File: src/shared/gpio_remap_defines.svh
// register offsets, field positions, reset values and constants for the port block
`ifndef GPIO_REMAP_DEFINES_SVH
`define GPIO_REMAP_DEFINES_SVH

`define ADDR_W 6
`define OFF_DIRECTION 6'h00
`define OFF_PIN_VALUE 6'h01
`define OFF_LATCH 6'h02
`define OFF_OPEN_DRAIN 6'h03
`define OFF_ANALOG_CFG 6'h04
`define OFF_CHG_EN_1 6'h05
`define OFF_CHG_EN_2 6'h06
`define OFF_PULLUP_1 6'h07
`define OFF_PULLUP_2 6'h08
`define OFF_OSC_CTL 6'h09
`define OFF_CHG_STATUS 6'h0a
`define OFF_MAP_BASE 6'h10

`define DIRECTION_RST 16'hffff
`define ANALOG_CFG_RST 16'h0000
`define MAP_SEL_RST 5'h1f
`define MAP_SEL_GND 5'h1f
`define KEY_FIRST 8'h46
`define KEY_SECOND 8'h57
`define LOCK_BIT 6
`define HI_SEL_POS 8
`define LO_SEL_POS 0

`endif

File: src/shared/gpio_remap_pkg.sv
// types shared by the port block
package gpio_remap_pkg;
  typedef enum logic [1:0] {
    KEY_IDLE = 2'b00,
    KEY_GOT_FIRST = 2'b01,
    KEY_OPEN = 2'b11
  } key_state_t;

  typedef struct packed {
    logic [5:0] addr;
    logic [15:0] wdata;
    logic wr;
    logic rd;
  } reg_req_t;
endpackage

File: src/hdl/port_pins_remap.sv
// port pins, change notification and peripheral input remapping
// Operation
// [RULE1] open-drain bit makes pin only pull low
// [RULE2] analog inputs need direction set to input
// [RULE3] analog configuration resets to all zeros
// [RULE4] analog pins read zero from pin value
// [RULE5] software waits one cycle before port read
// [RULE6] bit set/clear on pin value uses pins
// [RULE7] enabled pin change raises interrupt, even sleeping
// [RULE8] up to 31 change inputs, two enables
// [RULE9] per-pin weak pull-ups from two registers
// [RULE10] software disables pull-ups on digital outputs
// [RULE11] remapping spans up to 26 pins
// [RULE12] 5-bit field per input selects pin
// [RULE13] selection values limited to pin count
// [RULE14] remapping never overrides pin direction
// [RULE15] input and output mapping independent
// [RULE16] lock blocks map writes; key 0x46,0x57
// [RULE17] all-ones selects ground; fields reset ones
// [RULE18] direction one is input; reset as input
// [RULE19] pin value reads pins, writes latch
// [RULE20] compare enabled levels with previous samples
// [RULE21] remap pins pass two-stage synchroniser
`include "gpio_remap_defines.svh"

module port_pins_remap #(
  parameter int PORT_W = 16,
  parameter int CHG_W = 31,
  parameter int REMAP_PINS = 26,
  parameter int MAP_INPUTS = 14,
  parameter int SEL_W = 5
) (
  // clock, reset, enable
  input wire logic sys_clk_i,
  input wire logic rst_i,
  input wire logic ce_i,
  // register port
  input wire logic [`ADDR_W-1:0] addr_i,
  input wire logic [15:0] wdata_i,
  input wire logic wr_i,
  input wire logic rd_i,
  output logic [15:0] rdata_o,
  // port pins
  input wire logic [PORT_W-1:0] pin_i,
  output logic [PORT_W-1:0] pin_o,
  output logic [PORT_W-1:0] pin_oe_o,
  output logic [PORT_W-1:0] analog_sel_o,
  // change notification pins
  input wire logic [CHG_W-1:0] change_notify_pin_i,
  output logic [CHG_W-1:0] pullup_en_o,
  output logic change_irq_o,
  // remappable pins and peripheral inputs
  input wire logic [REMAP_PINS-1:0] remap_pin_i,
  output logic [MAP_INPUTS-1:0] periph_in_o,
  output logic map_write_lock_o
);
  gpio_remap_pkg::reg_req_t req;
  gpio_remap_pkg::key_state_t key_state;
  logic [PORT_W-1:0] pin_direction_reg;
  logic [PORT_W-1:0] output_latch_reg;
  logic [PORT_W-1:0] open_drain_ctl;
  logic [PORT_W-1:0] analog_pin_cfg;
  logic [15:0] change_irq_enable_1;
  logic [15:0] change_irq_enable_2;
  logic [15:0] pullup_enable_1;
  logic [15:0] pullup_enable_2;
  logic [SEL_W-1:0] map_sel [MAP_INPUTS];
  logic map_write_lock;
  logic [PORT_W-1:0] pin_sync;
  logic [REMAP_PINS-1:0] remap_sync;
  logic [CHG_W-1:0] chg_sync;
  logic [PORT_W-1:0] pin_value;
  logic chg_clear;
  logic map_hit;
  logic [`ADDR_W-1:0] map_idx;
  logic [31:0] chg_en_all;
  logic [31:0] pu_all;

  // bundle the bus request once for the decoders
  assign req = '{addr: addr_i, wdata: wdata_i, wr: wr_i, rd: rd_i};

  // selected pin level, ground for all-ones or out-of-range codes
  function automatic logic pick_pin(input logic [SEL_W-1:0] sel,
                                    input logic [REMAP_PINS-1:0] pins);
    logic r;
    r = 1'b0;
    if (sel != `MAP_SEL_GND && int'(sel) < REMAP_PINS) begin // [RULE13]
      r = pins[sel]; // [RULE12] [RULE17]
    end
    return r;
  endfunction

  // write strobe aimed at one offset
  function automatic logic wr_at(input gpio_remap_pkg::reg_req_t q,
                                 input logic [`ADDR_W-1:0] off);
    return q.wr && q.addr == off;
  endfunction

  // map word k carries inputs 2k and 2k+1
  function automatic logic in_slot(input int i, input logic [`ADDR_W-1:0] idx);
    return i / 2 == int'(idx);
  endfunction

  // port pins, remap pins and change pins each pass two flops
  pin_sync2 #(.WIDTH(PORT_W)) u_port_sync (
    .sys_clk_i(sys_clk_i),
    .rst_i(rst_i),
    .ce_i(ce_i),
    .async_i(pin_i),
    .sync_o(pin_sync)
  );

  pin_sync2 #(.WIDTH(REMAP_PINS)) u_remap_sync (
    .sys_clk_i(sys_clk_i),
    .rst_i(rst_i),
    .ce_i(ce_i),
    .async_i(remap_pin_i),
    .sync_o(remap_sync) // [RULE21] [RULE11]
  );

  pin_sync2 #(.WIDTH(CHG_W)) u_chg_sync (
    .sys_clk_i(sys_clk_i),
    .rst_i(rst_i),
    .ce_i(ce_i),
    .async_i(change_notify_pin_i),
    .sync_o(chg_sync)
  );

  // enable and pull-up words joined, top bit unused
  assign chg_en_all = {change_irq_enable_2, change_irq_enable_1};
  assign pu_all = {pullup_enable_2, pullup_enable_1};

  change_detect #(.WIDTH(CHG_W)) u_change (
    .sys_clk_i(sys_clk_i),
    .rst_i(rst_i),
    .ce_i(ce_i),
    .level_i(chg_sync),
    .enable_i(chg_en_all[CHG_W-1:0]), // [RULE8]
    .clear_i(chg_clear),
    .flag_o(change_irq_o) // [RULE7]
  );

  // writing any value to the status register clears the change flag
  assign chg_clear = wr_at(req, `OFF_CHG_STATUS);

  // analog pins read low
  assign pin_value = pin_sync & analog_pin_cfg; // [RULE4] [RULE19]

  // direction register
  always_ff @(posedge sys_clk_i) begin
    if (rst_i) begin
      pin_direction_reg <= `DIRECTION_RST; // [RULE18]
    end else if (ce_i && wr_at(req, `OFF_DIRECTION)) begin
      pin_direction_reg <= req.wdata[PORT_W-1:0];
    end
  end

  // output latch; pin-value writes land here with pin-based read data
  always_ff @(posedge sys_clk_i) begin
    if (rst_i) begin
      output_latch_reg <= '0;
    end else if (ce_i && (wr_at(req, `OFF_LATCH) || wr_at(req, `OFF_PIN_VALUE))) begin
      output_latch_reg <= req.wdata[PORT_W-1:0]; // [RULE19] [RULE6]
    end
  end

  // open-drain and analog configuration
  always_ff @(posedge sys_clk_i) begin
    if (rst_i) begin
      open_drain_ctl <= '0;
      analog_pin_cfg <= `ANALOG_CFG_RST; // [RULE3]
    end else if (ce_i) begin
      if (wr_at(req, `OFF_OPEN_DRAIN)) begin
        open_drain_ctl <= req.wdata[PORT_W-1:0];
      end
      if (wr_at(req, `OFF_ANALOG_CFG)) begin
        analog_pin_cfg <= req.wdata[PORT_W-1:0];
      end
    end
  end

  // change-notify enables and pull-ups
  always_ff @(posedge sys_clk_i) begin
    if (rst_i) begin
      change_irq_enable_1 <= '0;
      change_irq_enable_2 <= '0;
      pullup_enable_1 <= '0;
      pullup_enable_2 <= '0;
    end else if (ce_i) begin
      if (wr_at(req, `OFF_CHG_EN_1)) change_irq_enable_1 <= req.wdata;
      if (wr_at(req, `OFF_CHG_EN_2)) change_irq_enable_2 <= req.wdata;
      if (wr_at(req, `OFF_PULLUP_1)) pullup_enable_1 <= req.wdata;
      if (wr_at(req, `OFF_PULLUP_2)) pullup_enable_2 <= req.wdata;
    end
  end

  // unlock key on the oscillator control low byte, then lock bit write
  always_ff @(posedge sys_clk_i) begin
    if (rst_i) begin
      key_state <= gpio_remap_pkg::KEY_IDLE;
      map_write_lock <= 1'b0;
    end else if (ce_i && wr_at(req, `OFF_OSC_CTL)) begin
      // a wrong second key drops back to idle
      unique case (key_state)
        gpio_remap_pkg::KEY_IDLE: begin
          if (req.wdata[7:0] == `KEY_FIRST) key_state <= gpio_remap_pkg::KEY_GOT_FIRST;
        end
        gpio_remap_pkg::KEY_GOT_FIRST: begin
          key_state <= (req.wdata[7:0] == `KEY_SECOND) ? gpio_remap_pkg::KEY_OPEN
                                                         : gpio_remap_pkg::KEY_IDLE;
        end
        gpio_remap_pkg::KEY_OPEN: begin
          map_write_lock <= req.wdata[`LOCK_BIT]; // [RULE16]
          key_state <= gpio_remap_pkg::KEY_IDLE;
        end
        default: key_state <= gpio_remap_pkg::KEY_IDLE;
      endcase
    end
  end

  // map registers: two 5-bit fields per word, inputs 2k and 2k+1
  // map window covers only the words that hold fields
  assign map_hit = req.addr >= `OFF_MAP_BASE &&
                   req.addr < `OFF_MAP_BASE + `ADDR_W'((MAP_INPUTS + 1) / 2);
  assign map_idx = req.addr - `OFF_MAP_BASE;

  always_ff @(posedge sys_clk_i) begin
    if (rst_i) begin
      for (int i = 0; i < MAP_INPUTS; i++) map_sel[i] <= `MAP_SEL_RST; // [RULE17]
    end else if (ce_i && req.wr && map_hit && !map_write_lock) begin // [RULE16]
      for (int i = 0; i < MAP_INPUTS; i++) begin
        if (in_slot(i, map_idx)) begin
          map_sel[i] <= (i % 2 == 0) ? req.wdata[`LO_SEL_POS +: SEL_W]
                                     : req.wdata[`HI_SEL_POS +: SEL_W];
        end
      end
    end
  end

  // peripheral inputs from synchronised remap pins, output drive untouched
  always_ff @(posedge sys_clk_i) begin
    if (rst_i) begin
      periph_in_o <= '0;
    end else if (ce_i) begin
      for (int i = 0; i < MAP_INPUTS; i++) begin
        periph_in_o[i] <= pick_pin(map_sel[i], remap_sync); // [RULE12] [RULE14] [RULE15]
      end
    end
  end

  // read data, one cycle after the strobe
  always_ff @(posedge sys_clk_i) begin
    if (rst_i) begin
      rdata_o <= '0;
    end else if (ce_i) begin
      rdata_o <= '0;
      if (req.rd) begin
        unique case (req.addr)
          `OFF_DIRECTION: rdata_o <= 16'(pin_direction_reg);
          `OFF_PIN_VALUE: rdata_o <= 16'(pin_value); // [RULE6]
          `OFF_LATCH: rdata_o <= 16'(output_latch_reg);
          `OFF_OPEN_DRAIN: rdata_o <= 16'(open_drain_ctl);
          `OFF_ANALOG_CFG: rdata_o <= 16'(analog_pin_cfg);
          `OFF_CHG_EN_1: rdata_o <= change_irq_enable_1;
          `OFF_CHG_EN_2: rdata_o <= change_irq_enable_2;
          `OFF_PULLUP_1: rdata_o <= pullup_enable_1;
          `OFF_PULLUP_2: rdata_o <= pullup_enable_2;
          `OFF_OSC_CTL: rdata_o[`LOCK_BIT] <= map_write_lock;
          `OFF_CHG_STATUS: rdata_o <= {15'h0, change_irq_o};
          default: begin
            if (map_hit) begin
              for (int i = 0; i < MAP_INPUTS; i++) begin
                if (in_slot(i, map_idx)) begin
                  if (i % 2 == 0) rdata_o[`LO_SEL_POS +: SEL_W] <= map_sel[i];
                  else rdata_o[`HI_SEL_POS +: SEL_W] <= map_sel[i];
                end
              end
            end
          end
        endcase
      end
    end
  end

  // pin drivers: open drain only ever drives low
  always_ff @(posedge sys_clk_i) begin
    if (rst_i) begin
      pin_o <= '0;
      pin_oe_o <= '0;
    end else if (ce_i) begin
      pin_o <= output_latch_reg & ~open_drain_ctl; // [RULE1]
      pin_oe_o <= ~pin_direction_reg & ~(open_drain_ctl & output_latch_reg); // [RULE1] [RULE18]
    end
  end

  // analog select high while the pin is analog
  assign analog_sel_o = ~analog_pin_cfg;
  assign pullup_en_o = pu_all[CHG_W-1:0]; // [RULE9]
  assign map_write_lock_o = map_write_lock;
endmodule

File: src/hdl/pin_sync2.sv
// two-stage synchroniser for a vector of pin levels
module pin_sync2 #(
  parameter int WIDTH = 16
) (
  input wire logic sys_clk_i,
  input wire logic rst_i,
  input wire logic ce_i,
  input wire logic [WIDTH-1:0] async_i,
  output logic [WIDTH-1:0] sync_o
);
  logic [WIDTH-1:0] meta;

  always_ff @(posedge sys_clk_i) begin
    if (rst_i) begin
      meta <= '0;
      sync_o <= '0;
    end else if (ce_i) begin
      meta <= async_i;
      sync_o <= meta;
    end
  end
endmodule

File: src/hdl/change_detect.sv
// change-notification edge detector with sticky flag
module change_detect #(
  parameter int WIDTH = 31
) (
  input wire logic sys_clk_i,
  input wire logic rst_i,
  input wire logic ce_i,
  input wire logic [WIDTH-1:0] level_i,
  input wire logic [WIDTH-1:0] enable_i,
  input wire logic clear_i,
  output logic flag_o
);
  logic [WIDTH-1:0] prev;
  logic hit;

  // any enabled pin whose level moved since the last sample
  assign hit = |((level_i ^ prev) & enable_i); // [RULE20]

  // previous sample of every level, frozen only by the clock enable
  always_ff @(posedge sys_clk_i) begin
    if (rst_i) begin
      prev <= '0;
    end else if (ce_i) begin
      prev <= level_i;
    end
  end

  // a change in the clearing cycle wins over the clear
  always_ff @(posedge sys_clk_i) begin
    if (rst_i) begin
      flag_o <= 1'b0;
    end else if (ce_i) begin
      flag_o <= hit | (flag_o & ~clear_i); // [RULE7]
    end
  end
endmodule

File: config.mk
export PLATFORM = sky130hd
export DESIGN_NAME = port_pins_remap
export DESIGN_NICKNAME = d
export VERILOG_FILES = /design/src/shared/gpio_remap_pkg.sv /design/src/hdl/port_pins_remap.sv /design/src/hdl/pin_sync2.sv /design/src/hdl/change_detect.sv
export VERILOG_INCLUDE_DIRS = /design/src /design/src/shared
export SDC_FILE = /design/constraint.sdc
export NUM_CORES = 1
export LEC_CHECK = 0
export BUFFER_PORTS_ARGS = -buffer_cell sky130_fd_sc_hd__buf_2
export CORE_MARGIN = 5
export CORE_UTILIZATION = 60
export CTS_CLUSTER_SIZE = 28
export DETAILED_ROUTE_END_ITERATION = 6
export GPL_ROUTABILITY_DRIVEN = 0
export PLACE_DENSITY = 0.81
export SLEW_MARGIN = 15
export SYNTH_ARGS = -nofsm -noshare
export SYNTH_HDL_FRONTEND = slang
export SYNTH_SLANG_ARGS = --single-unit
File: constraint.sdc
create_clock -name sys_clk_i -period 3.33 [get_ports sys_clk_i]
set_clock_uncertainty 0.1 [all_clocks]
set_input_delay 0.333 -clock sys_clk_i [delete_from_list [all_inputs] [get_ports sys_clk_i]]
set_output_delay 0.333 -clock sys_clk_i [all_outputs]
set_load 0.01 [all_outputs]
Word level (Yosys, flattened, before mapping). Memories as Yosys holds them, arrays and structs flattened. Cells that the tools add are included.

$add $sub $neg: 1. Multiply operators: 0. Div/mod/pow operators: 0. Magnitude comparators: 30. Equal/unequal tests: 35. Shifts and indexed selects: 0. Mux-type cells: 113. Bitwise gates (word level): 27. Reduce and logical (&&, ||, !) cells: 48.

Operators with widths (number): 5-bit two-way mux (31); 5-bit by 6-bit < comparator with 1-bit output, second input constant (14); 1-bit binary-select mux with 5-bit select (14); 5-bit < comparator, second input constant (14); 5-bit inequality test, second input constant (14); 16-bit AND (4); 16-bit inverter (4); 1-bit two-way mux (58); 5-bit case mux with 11 select lines (1); 5-bit case mux with 10 select lines (1); 1-bit logical AND (32); 31-bit AND (1); 31-bit OR reduction (1); 31-bit bitwise XOR (1); 3-bit case mux with 9 select lines (1); 6-bit by 3-bit == test with 1-bit output, second input constant (4); 4-bit by 6-bit == test with 1-bit output, first input constant (3); 6-bit by 4-bit == test with 1-bit output, second input constant (3); 1-bit case mux with 9 select lines (2); 8-bit by 7-bit == test with 1-bit output, second input constant (2); 16-bit two-way mux (1); 2-bit AND reduction (8); 1-bit bitwise OR (15); 3-bit by 6-bit == test with 1-bit output, first input constant (2); 20 further kinds (23).

Register bits after elaboration: 371. Latch bits: 0. Memory bits (writable): 70. Bits in read-only memories: 0. Input port bits: 100. Logic and storage cells: 277. Memories: 1.

Memories: map_sel (words 14, width 5, read ports 14, clocked after memory_dff 0, write ports 14, line port_pins_remap.sv:67) `logic [SEL_W-1:0] map_sel [MAP_INPUTS];`.

Longest topological paths before layout. Gate-level depths: netlist (run 1).

Word-level depth: 13. Gate-level depth with buffers: 9.

Modules after synthesis. A second synthesis (run 1) with hierarchy kept.

Cells, all modules: 2160. Area total of the unflattened synthesis: 21439.3 um^2.

Modules (own cells, without submodules): port_pins_remap (instances 1, cells each 1534, area an instance 14644.0 um^2, sequential area each 5965.7 um^2); pin_sync2 at u_chg_sync (instances 1, cells each 200, area an instance 2229.6 um^2, sequential area each 1241.2 um^2); pin_sync2 at u_remap_sync (instances 1, cells each 168, area an instance 1866.8 um^2, sequential area each 1041.0 um^2); change_detect (instances 1, cells each 155, area an instance 1535.2 um^2, sequential area each 640.6 um^2); pin_sync2 at u_port_sync (instances 1, cells each 103, area an instance 1163.6 um^2, sequential area each 640.6 um^2).

Worst setup path after synthesis (run 1). OpenSTA, ideal clock, no wires.

Path type: input -> register. Start: input port addr_i[1]. End: memory map_sel[12][0] (netlist: map_sel[1][20]) (enable). Setup time: 0.379 ns. Arrival: 1.879 ns. Data required time: 2.851 ns. Slack: 0.972 ns. Stages on the path: 6. Cell sequence: clkbuf_1 -> nand2b_1 -> nor2_1 -> clkbuf_1 -> inv_1 -> o21bai_1.

RTL lines: from (decl) (line port_pins_remap.sv:38) `` input wire logic [`ADDR_W-1:0] addr_i, ``; to (decl) (line port_pins_remap.sv:67).

==> summary.md, run 1 <==
| Metric | Value |
|---|---|
| Outcome | `finished, final reports clean` |
| Syn-to-layout area delta | `14.8%` |
| Setup Viol. Count Final | `0` |
| Yosys cell types | `57` |
| Routed len/inst | `23.3 um` |
| Clock Latency Late Sink | `560 ps` |
| Final slew viol count | `0` |
| Cell area after synthesis | `21000 um2` |
| Final Non-Filler Cells | `2793` |
| Final clock period utilization by the worst path | `78.8%` |
| Router iterations before antenna repair | `6` |
| Gr usage total | `32.2%` |
| Final Hold Slack | `23.4 ps` |
| Worst-Margin Slew | `1060 ps` |
| Post-route setup slack | `705 ps` |
| H-tree lvl count | `2` |
| Register area share after synthesis | `45.3%` |
| # clock sinks | `441` |
| Commonest non-fill, non-tap cells in the layout | `nand2_1 (381), dfxtp_1 (371), nor2_1 (250)` |
| Async SR Flop Fraction | `0%` |
| NumNets Final | `2406` |
| GR Overflow Total | `0` |
| DR vias | `18000` |
| Cells after Synth | `2157` |
| Row count | `68` |
| Post-synth EDFFs | `70` |
| Final wirelength | `65200 um` |
| Slowest cell on the critical path | `edfxtp_1` |
| Fillers | `2567` |
| Post-place setup slack | `467 ps` |
| Clock transition at path regs | `60 ps` |
| RSZ-0062 raised after global routing | `false` |
| PwrDens | `486 nW/um2` |
| DP HPWL | `43000 um` |
| Crit path time final | `2620 ps` |
| Worst hold path class | `in -> reg` |
| Syn nets | `2257` |
| Max_cap viols | `0` |
| Most flops, register | `map_sel` |
| F_max | `0.381 GHz` |
| Num CTS Buffers | `46` |
| Number of global-route vias before repair | `17200` |
| Die area | `38900 um2` |
| Final hold vios | `0` |
| Multi-input logic area | `10500 um2` |
| Worst Path Required | `3630 ps` |
| Die width | `197 um` |
| Largest register FFs | `70` |
| Fraction of layout cells with a size suffix above 1 | `19.1%` |
| Vert. Die Dim | `197 um` |
| DR DRC count | `0` |
| Setup CP Type | `reg -> reg` |
| Vias per cell | `6.46` |
| Rel. slew slack | `29.3%` |
| Final design utilization | `69.9%` |
| Cell family with most CP delay | `multiplexers` |
| Peak supply drop | `0.391 mV` |
| Biggest cell delay along the critical path | `650 ps` |
| Buffers on Ports | `210` |
| Avg Cell Area, Syn | `9.75 um2` |
| # resized after CTS | `0` |
| CP startpoint kind | `flop` |
| Initial antenna violation count | `5` |
| Max Root-Sink Buffers | `3` |
| Initial DRC count | `2417` |
| PnR Total Power | `11.7 mW` |
| Setup_tns | `0 ps` |
| I/O pin count | `211` |
| ANT nets after route | `0` |
| Core region area | `34500 um2` |
| CTS root buffer | `clkbuf_16` |
| #FFs+latches synth | `441` |
| Largest net degree at the start of global routing | `145` |
| Commonest non-fill, non-tap cell in the layout | `nand2_1` |
| Yosys warns | `0` |
| Crit path max fanout | `8` |
| Placed Cells incl. Taps | `2639` |
| Main synth FF type | `dfxtp_1` |
| Final Cell Area | `24200 um2` |
| CTS tree | `done` |
| Initial Utilization | `60.9%` |
| Worst EP arrival | `2930 ps` |
| WP buf/inv | `0` |
| Crit end category | `flop` |
| First-pass GRT wire length | `99400 um` |
| Lkg Pwr | `9.57 nW` |
| CP most frequent cell | `mux4_2` |
| Register Area | `9530 um2` |
| Crit path cell chain | `mux4_2 -> mux4_2 -> o21ai_0 -> a211oi_1` |
| Post-DP Area | `22000 um2` |
## logic make-up after synthesis
family                    Yosys count  share of synthesized area [%]
xor gates and xnor gates           31                           1.29
muxes                             346                           22.6
buffers and inverters             240                           5.02
DFF                               441                           45.3
and+or+nand+nor                   773                           15.9
AOI/OAI and AO/OA                 326                           9.84
## final timing paths
path	start	endpoint	slack, ps	depth (start not counted)
worst max-delay path	map_sel[1][0]	periph_in_o[8]	710	4
worst min-delay path	wdata_i[13]	analog_pin_cfg[13]	20	3
worst max register to register	map_sel[1][0]	periph_in_o[8]	710	4
worst min register to register	rdata_o[5]	rdata_o[5]	360	2
## synthesized netlist by cell type, types with 7 or more instances
cell type  instances  area (um2)
nand2_1          381        1430
dfxtp_1          371        7430
nor2_1           250         938
mux2i_1          227        2270
a21oi_1          157         786
clkbuf_1         128         480
mux4_2           102        2300
edfxtp_1          70        2100
a22oi_1           47         353
buf_2             41         205
nand3b_1          33         248
a221oi_1          31         272
xor2_1            31         272
inv_1             30         113
o21ai_0           30         150
buf_4             22         165
nand3_1           19        95.1
nand2b_1          18         113
mux2_2            17         191
buf_1             15        56.3
nor3_1            14        70.1
a211oi_1          13        97.6
nor2b_1           12        75.1
o221ai_1          11        96.3
a22o_1             9        78.8
nand4_1            8        50.1
or2_2              7        43.8
## what timing repair did
action	CTS	global route
hold endpoints to repair	75	0
hold buffers	74	0
buffers inserted	0	0
## layout make-up
type / instances / share of cell area (%)
multi-input combinational: 1476 / 43.3
sequential: 441 / 39.5
timing repair buffer: 310 / 8.46
clock buffer: 71 / 5.70
tap: 455 / 2.36
inverter: 31 / 0.482
clock inverter: 8 / 0.259
antenna: 1 / 0.0104
## worst reg2reg max path, stage by stage (launching register included)
cell and delay, ps:
edfxtp_1 650, mux4_2 570, mux4_2 490, o21ai_0 510
a211oi_1 150
## metal layers
| layer | global-route usage [%] | share of wire [%] |
|---|---|---|
| met5 | 0.494 | 0.075 |
| met4 | 14.6 | 5.5 |
| met3 | 10.7 | 14 |
| met2 | 49.0 | 44 |
| met1 | 42.1 | 36 |
## report_power, final
part,total (mW),switching (mW),internal (mW)
Sequential,5.84,0.266,5.58
Clock,4.94,2.11,2.84
Combinational,0.948,0.485,0.463
(Power assumes the default switching activity.)
==> run 2, diff against run 1 <==
--- a/config.mk
+++ b/config.mk
@@ -6,13 +6,14 @@
 export SDC_FILE = /design/constraint.sdc
 export NUM_CORES = 1
 export LEC_CHECK = 0
+export ABC_AREA = 1
 export BUFFER_PORTS_ARGS = -buffer_cell sky130_fd_sc_hd__buf_2
 export CORE_MARGIN = 5
-export CORE_UTILIZATION = 60
+export CORE_UTILIZATION = 54
 export CTS_CLUSTER_SIZE = 28
 export DETAILED_ROUTE_END_ITERATION = 6
 export GPL_ROUTABILITY_DRIVEN = 0
-export PLACE_DENSITY = 0.81
+export PLACE_DENSITY = 0.77
 export SLEW_MARGIN = 15
 export SYNTH_ARGS = -nofsm -noshare
 export SYNTH_HDL_FRONTEND = slang
==> constraint.sdc (replaced) <==
create_clock -name sys_clk_i -period 2.32 [get_ports sys_clk_i]
set_clock_uncertainty 0.1 [all_clocks]
set_input_delay 0.232 -clock sys_clk_i [delete_from_list [all_inputs] [get_ports sys_clk_i]]
set_output_delay 0.232 -clock sys_clk_i [all_outputs]
set_load 0.01 [all_outputs]
==> summary.md, run 2 <==
| Metric | Value |
|---|---|
| Outcome | `finished, violations left (was finished, final reports clean)` |
| Failing checks | `design-rule violations` |
| Worst EP arrival | `2540 ps (was 2930 ps)` |
| Vias per cell | `5.98 (was 6.46)` |
| Crit path max fanout | `10 (was 8)` |
| Instance count on the critical path | `6 (was 4)` |
| PwrDens | `698 nW/um2 (was 486 nW/um2)` |
| Slowest cell on the critical path | `clkinv_1 (was edfxtp_1)` |
| Async SR Flop Fraction | `0% (unchanged)` |
| WP buf/inv | `1 (was 0)` |
| RR Endpoint | `periph_in_o[5] (was periph_in_o[8])` |
| Initial antenna violation count | `4 (was 5)` |
| Post-route setup slack | `179 ps (was 705 ps)` |
| GR Overflow Total | `0 (unchanged)` |
| Routed len/inst | `20.2 um (was 23.3 um)` |
| Final clock period utilization by the worst path | `92.3% (was 78.8%)` |
| Router iterations before antenna repair | `7 (was 6)` |
| Final wirelength | `77300 um (was 65200 um)` |
| Int Power | `13.1 mW (was 8.88 mW)` |
| Largest area contributor in the netlist | `dfxtp_1 (unchanged)` |
| Crit path time final | `2140 ps (was 2620 ps)` |
| Fraction of layout cells with a size suffix above 1 | `11.8% (was 19.1%)` |
| # clock sinks | `441 (unchanged)` |
| Cell family with most CP delay | `compound AO/OA/AOI/OAI gates (was multiplexers)` |
| # resized after CTS | `0 (unchanged)` |
| ANT nets after route | `0 (unchanged)` |
| Post-place setup slack | `86.8 ps (was 467 ps)` |
| Reg power frac | `47.1% (was 49.8%)` |
| Max Root-Sink Buffers | `3 (unchanged)` |
| Die area | `43400 um2 (was 38900 um2)` |
| Initial Utilization | `54.7% (was 60.9%)` |
| Die width | `208 um (was 197 um)` |
| Final slew viol count | `0 (unchanged)` |
| Setup CP Type | `reg -> reg (unchanged)` |
| Final hold vios | `0 (unchanged)` |
| Setup_tns | `0 ps (unchanged)` |
| Worst Path Required | `2720 ps (was 3630 ps)` |
| F_max | `0.467 GHz (was 0.381 GHz)` |
| Cell area after synthesis | `21300 um2 (was 21000 um2)` |
| Post-synth top area share | `34.9% (was 35.3%)` |
| Peak supply drop | `0.661 mV (was 0.391 mV)` |
| Cells after Synth | `3056 (was 2157)` |
| Clock transition at path regs | `60 ps (about the same)` |
| Crit path cell chain | `clkinv_1 -> o21ai_0 -> nand3_1 -> a21oi_1 -> o21ai_0 -> a21oi_1 (was mux4_2 -> mux4_2 -> o21ai_0 -> a211oi_1)` |
| #FFs+latches synth | `441 (unchanged)` |
| Hold depth | `3 (unchanged)` |
| Lkg Pwr | `10.7 nW (was 9.57 nW)` |
| RSZ-0062 raised after global routing | `false (unchanged)` |
| Syn-to-layout area delta | `18.9% (was 14.8%)` |
| CTS tree | `done (unchanged)` |
| Crit end category | `flop (unchanged)` |
| CP startpoint kind | `flop (unchanged)` |
| First-pass GRT wire length | `118000 um (was 99400 um)` |
| Vert. Die Dim | `208 um (was 197 um)` |
| Main synth FF type | `dfxtp_1 (unchanged)` |
| Count leader, synth | `o21ai_0 (was nand2_1)` |
| Start of the worst register-to-register path | `u_remap_sync.sync_o[8] (was map_sel[1][0])` |
| DR DRC count | `1 (was 0)` |
| Avg Cell Area, Syn | `6.96 um2 (was 9.75 um2)` |
| Number of global-route vias before repair | `21400 (was 17200)` |
| Synth area leaders | `dfxtp_1 (35%), o21ai_0 (12%), edfxtp_1 (9.9%) (was dfxtp_1 (35%), mux4_2 (11%), mux2i_1 (11%))` |
| I/O pin count | `211 (unchanged)` |
| Max_cap viols | `0 (unchanged)` |
| Clock Latency Late Sink | `590 ps (was 560 ps)` |
| Post-synth EDFFs | `70 (unchanged)` |
| Post-DP Area | `22800 um2 (was 22000 um2)` |
| Yosys cell types | `32 (was 57)` |
| Clock power share | `42.9% (was 42.1%)` |
| Rel. slew slack | `46.2% (was 29.3%)` |
| Commonest non-fill, non-tap cells in the layout | `o21ai_0 (499), nand2_1 (496), nor2_1 (470) (was nand2_1 (381), dfxtp_1 (371), nor2_1 (250))` |
| Largest register FFs | `70 (unchanged)` |
| Yosys warns | `0 (unchanged)` |
| Biggest cell delay along the critical path | `500 ps (was 650 ps)` |
| Initial DRC count | `2713 (was 2417)` |
| Largest net degree at the start of global routing | `174 (was 145)` |
| Fillers | `3309 (was 2567)` |
| NumNets Final | `3377 (was 2406)` |
| CTS root buffer | `clkbuf_16 (unchanged)` |
| Setup Viol. Count Final | `0 (unchanged)` |
| H-tree lvl count | `2 (unchanged)` |
| Most flops, register | `map_sel (unchanged)` |
| Buffers on Ports | `210 (unchanged)` |
| Num CTS Buffers | `45 (was 46)` |
| Net Switching | `4.56 mW (was 2.86 mW)` |
| DR vias | `22900 (was 18000)` |
| Final Cell Area | `25300 um2 (was 24200 um2)` |
| DP HPWL | `54200 um (was 43000 um)` |
| Syn nets | `3156 (was 2257)` |
| Row count | `72 (was 68)` |
| R2R setup slack | `180 ps (was 710 ps)` |
| R2R depth | `6 (was 4)` |
| Logic pwr share | `9.9% (was 8.1%)` |
| Hold Crit Start | `rst_i (was wdata_i[13])` |
| Switching Fraction | `25.9% (was 24.3%)` |
| Gr usage total | `33.7% (was 32.2%)` |
| Commonest non-fill, non-tap cell in the layout | `o21ai_0 (was nand2_1)` |
| Register area share after synthesis | `44.8% (was 45.3%)` |
| Core region area | `38800 um2 (was 34500 um2)` |
| WHS Endpoint | `rdata_o[1] (was analog_pin_cfg[13])` |
| Worst hold path class | `in -> reg (unchanged)` |
| Worst-Margin Slew | `807 ps (was 1060 ps)` |
| Synth cell count leaders | `o21ai_0 (499), nand2_1 (496), nor2_1 (470) (was nand2_1 (381), dfxtp_1 (371), nor2_1 (250))` |
[run 2: power by group through the flow]
stage / registers [mW] / clock network, mW / logic, mW
3_3_place_gp: 8.45 / 0 / 1.53
5_1_grt: 8.33 / 7.89 / 1.91
6_report: 8.31 / 7.57 / 1.75
4_1_cts: 8.30 / 7.59 / 1.70
3_5_place_dp: 8.46 / 0 / 1.57
2_1_floorplan: 8.35 / 0 / 0.993
[run 2: logic make-up (layout without fill, tap and decap cells)]
group / Yosys count / after routing / share of synthesized area [%]
AO/OA/AOI/OAI: 991 / 991 / 24.6
XOR/XNOR: 4 / 4 / 0.165
buffers and inverters: 474 / 730 / 8.82
flip-flops: 441 / 441 / 44.8
other: 0 / 4 / 0
AND/OR/NAND/NOR: 1146 / 1146 / 21.6
[run 2: cell type report]
| class | instances | area [um2] | area share, % |
|---|---|---|---|
| Tap cell | 518 | 648 | 2.56 |
| Inverter | 259 | 982 | 3.89 |
| Sequential cell | 441 | 9530 | 37.7 |
| Antenna cell | 4 | 10.0 | 0.0396 |
| Timing Repair Buffer | 389 | 2730 | 10.8 |
| Multi-Input combinational cell | 2141 | 9850 | 39.0 |
| Clock buffer | 65 | 1310 | 5.20 |
| Clock inverter | 17 | 210 | 0.832 |
[run 2: routing by layer]
metal  global-route usage (%)  routed length (um)  up-vias
li1                         -                   -    10600
met1                     40.8               27200    10400
met2                     54.5               35200     1487
met3                     7.02                8940      426
met4                     21.7                6030        0
met5                        0                   0        -
[run 2: worst max path at each step]
| stage | startpoint | to | slack (ps) |
|---|---|---|---|
| global placement | addr_i[5] | rdata_o[11] | 200 |
| CTS | u_remap_sync.sync_o[8] | periph_in_o[11] | 320 |
| floorplan | addr_i[2] | map_sel[0][20] | 80 |
| detailed placement | addr_i[1] | pullup_enable_2[14] | 90 |
| finish | u_remap_sync.sync_o[8] | periph_in_o[5] | 180 |
| global route | map_sel[0][25] | periph_in_o[5] | 120 |
[run 2: timing repair]
item / in CTS / in global routing
hold endpoints to repair: 153 / 0
hold buffers: 90 / 0
setup endpoints to repair: 0 / 0
buffers inserted: 0 / 0
[run 2: worst register-to-register path: stages, from the launching register on]
cell and delay (ps):
dfxtp_1 490, clkinv_1 500, o21ai_0 350, nand3_1 90, a21oi_1 150, o21ai_0 210, a21oi_1 170
[run 2: through the flow]
step           total power [mW]  cells  hold slack, ps  utilization (%)
2_1_floorplan              9.34   3056             258                -
3_3_place_gp               9.98   3658             350             58.8
3_5_place_dp               10.0   3658             355             58.8
4_1_cts                    17.6   3830            77.3             65.1
5_1_grt                    18.1   3834             104             65.1
6_report                   17.6   3834            93.5             65.1
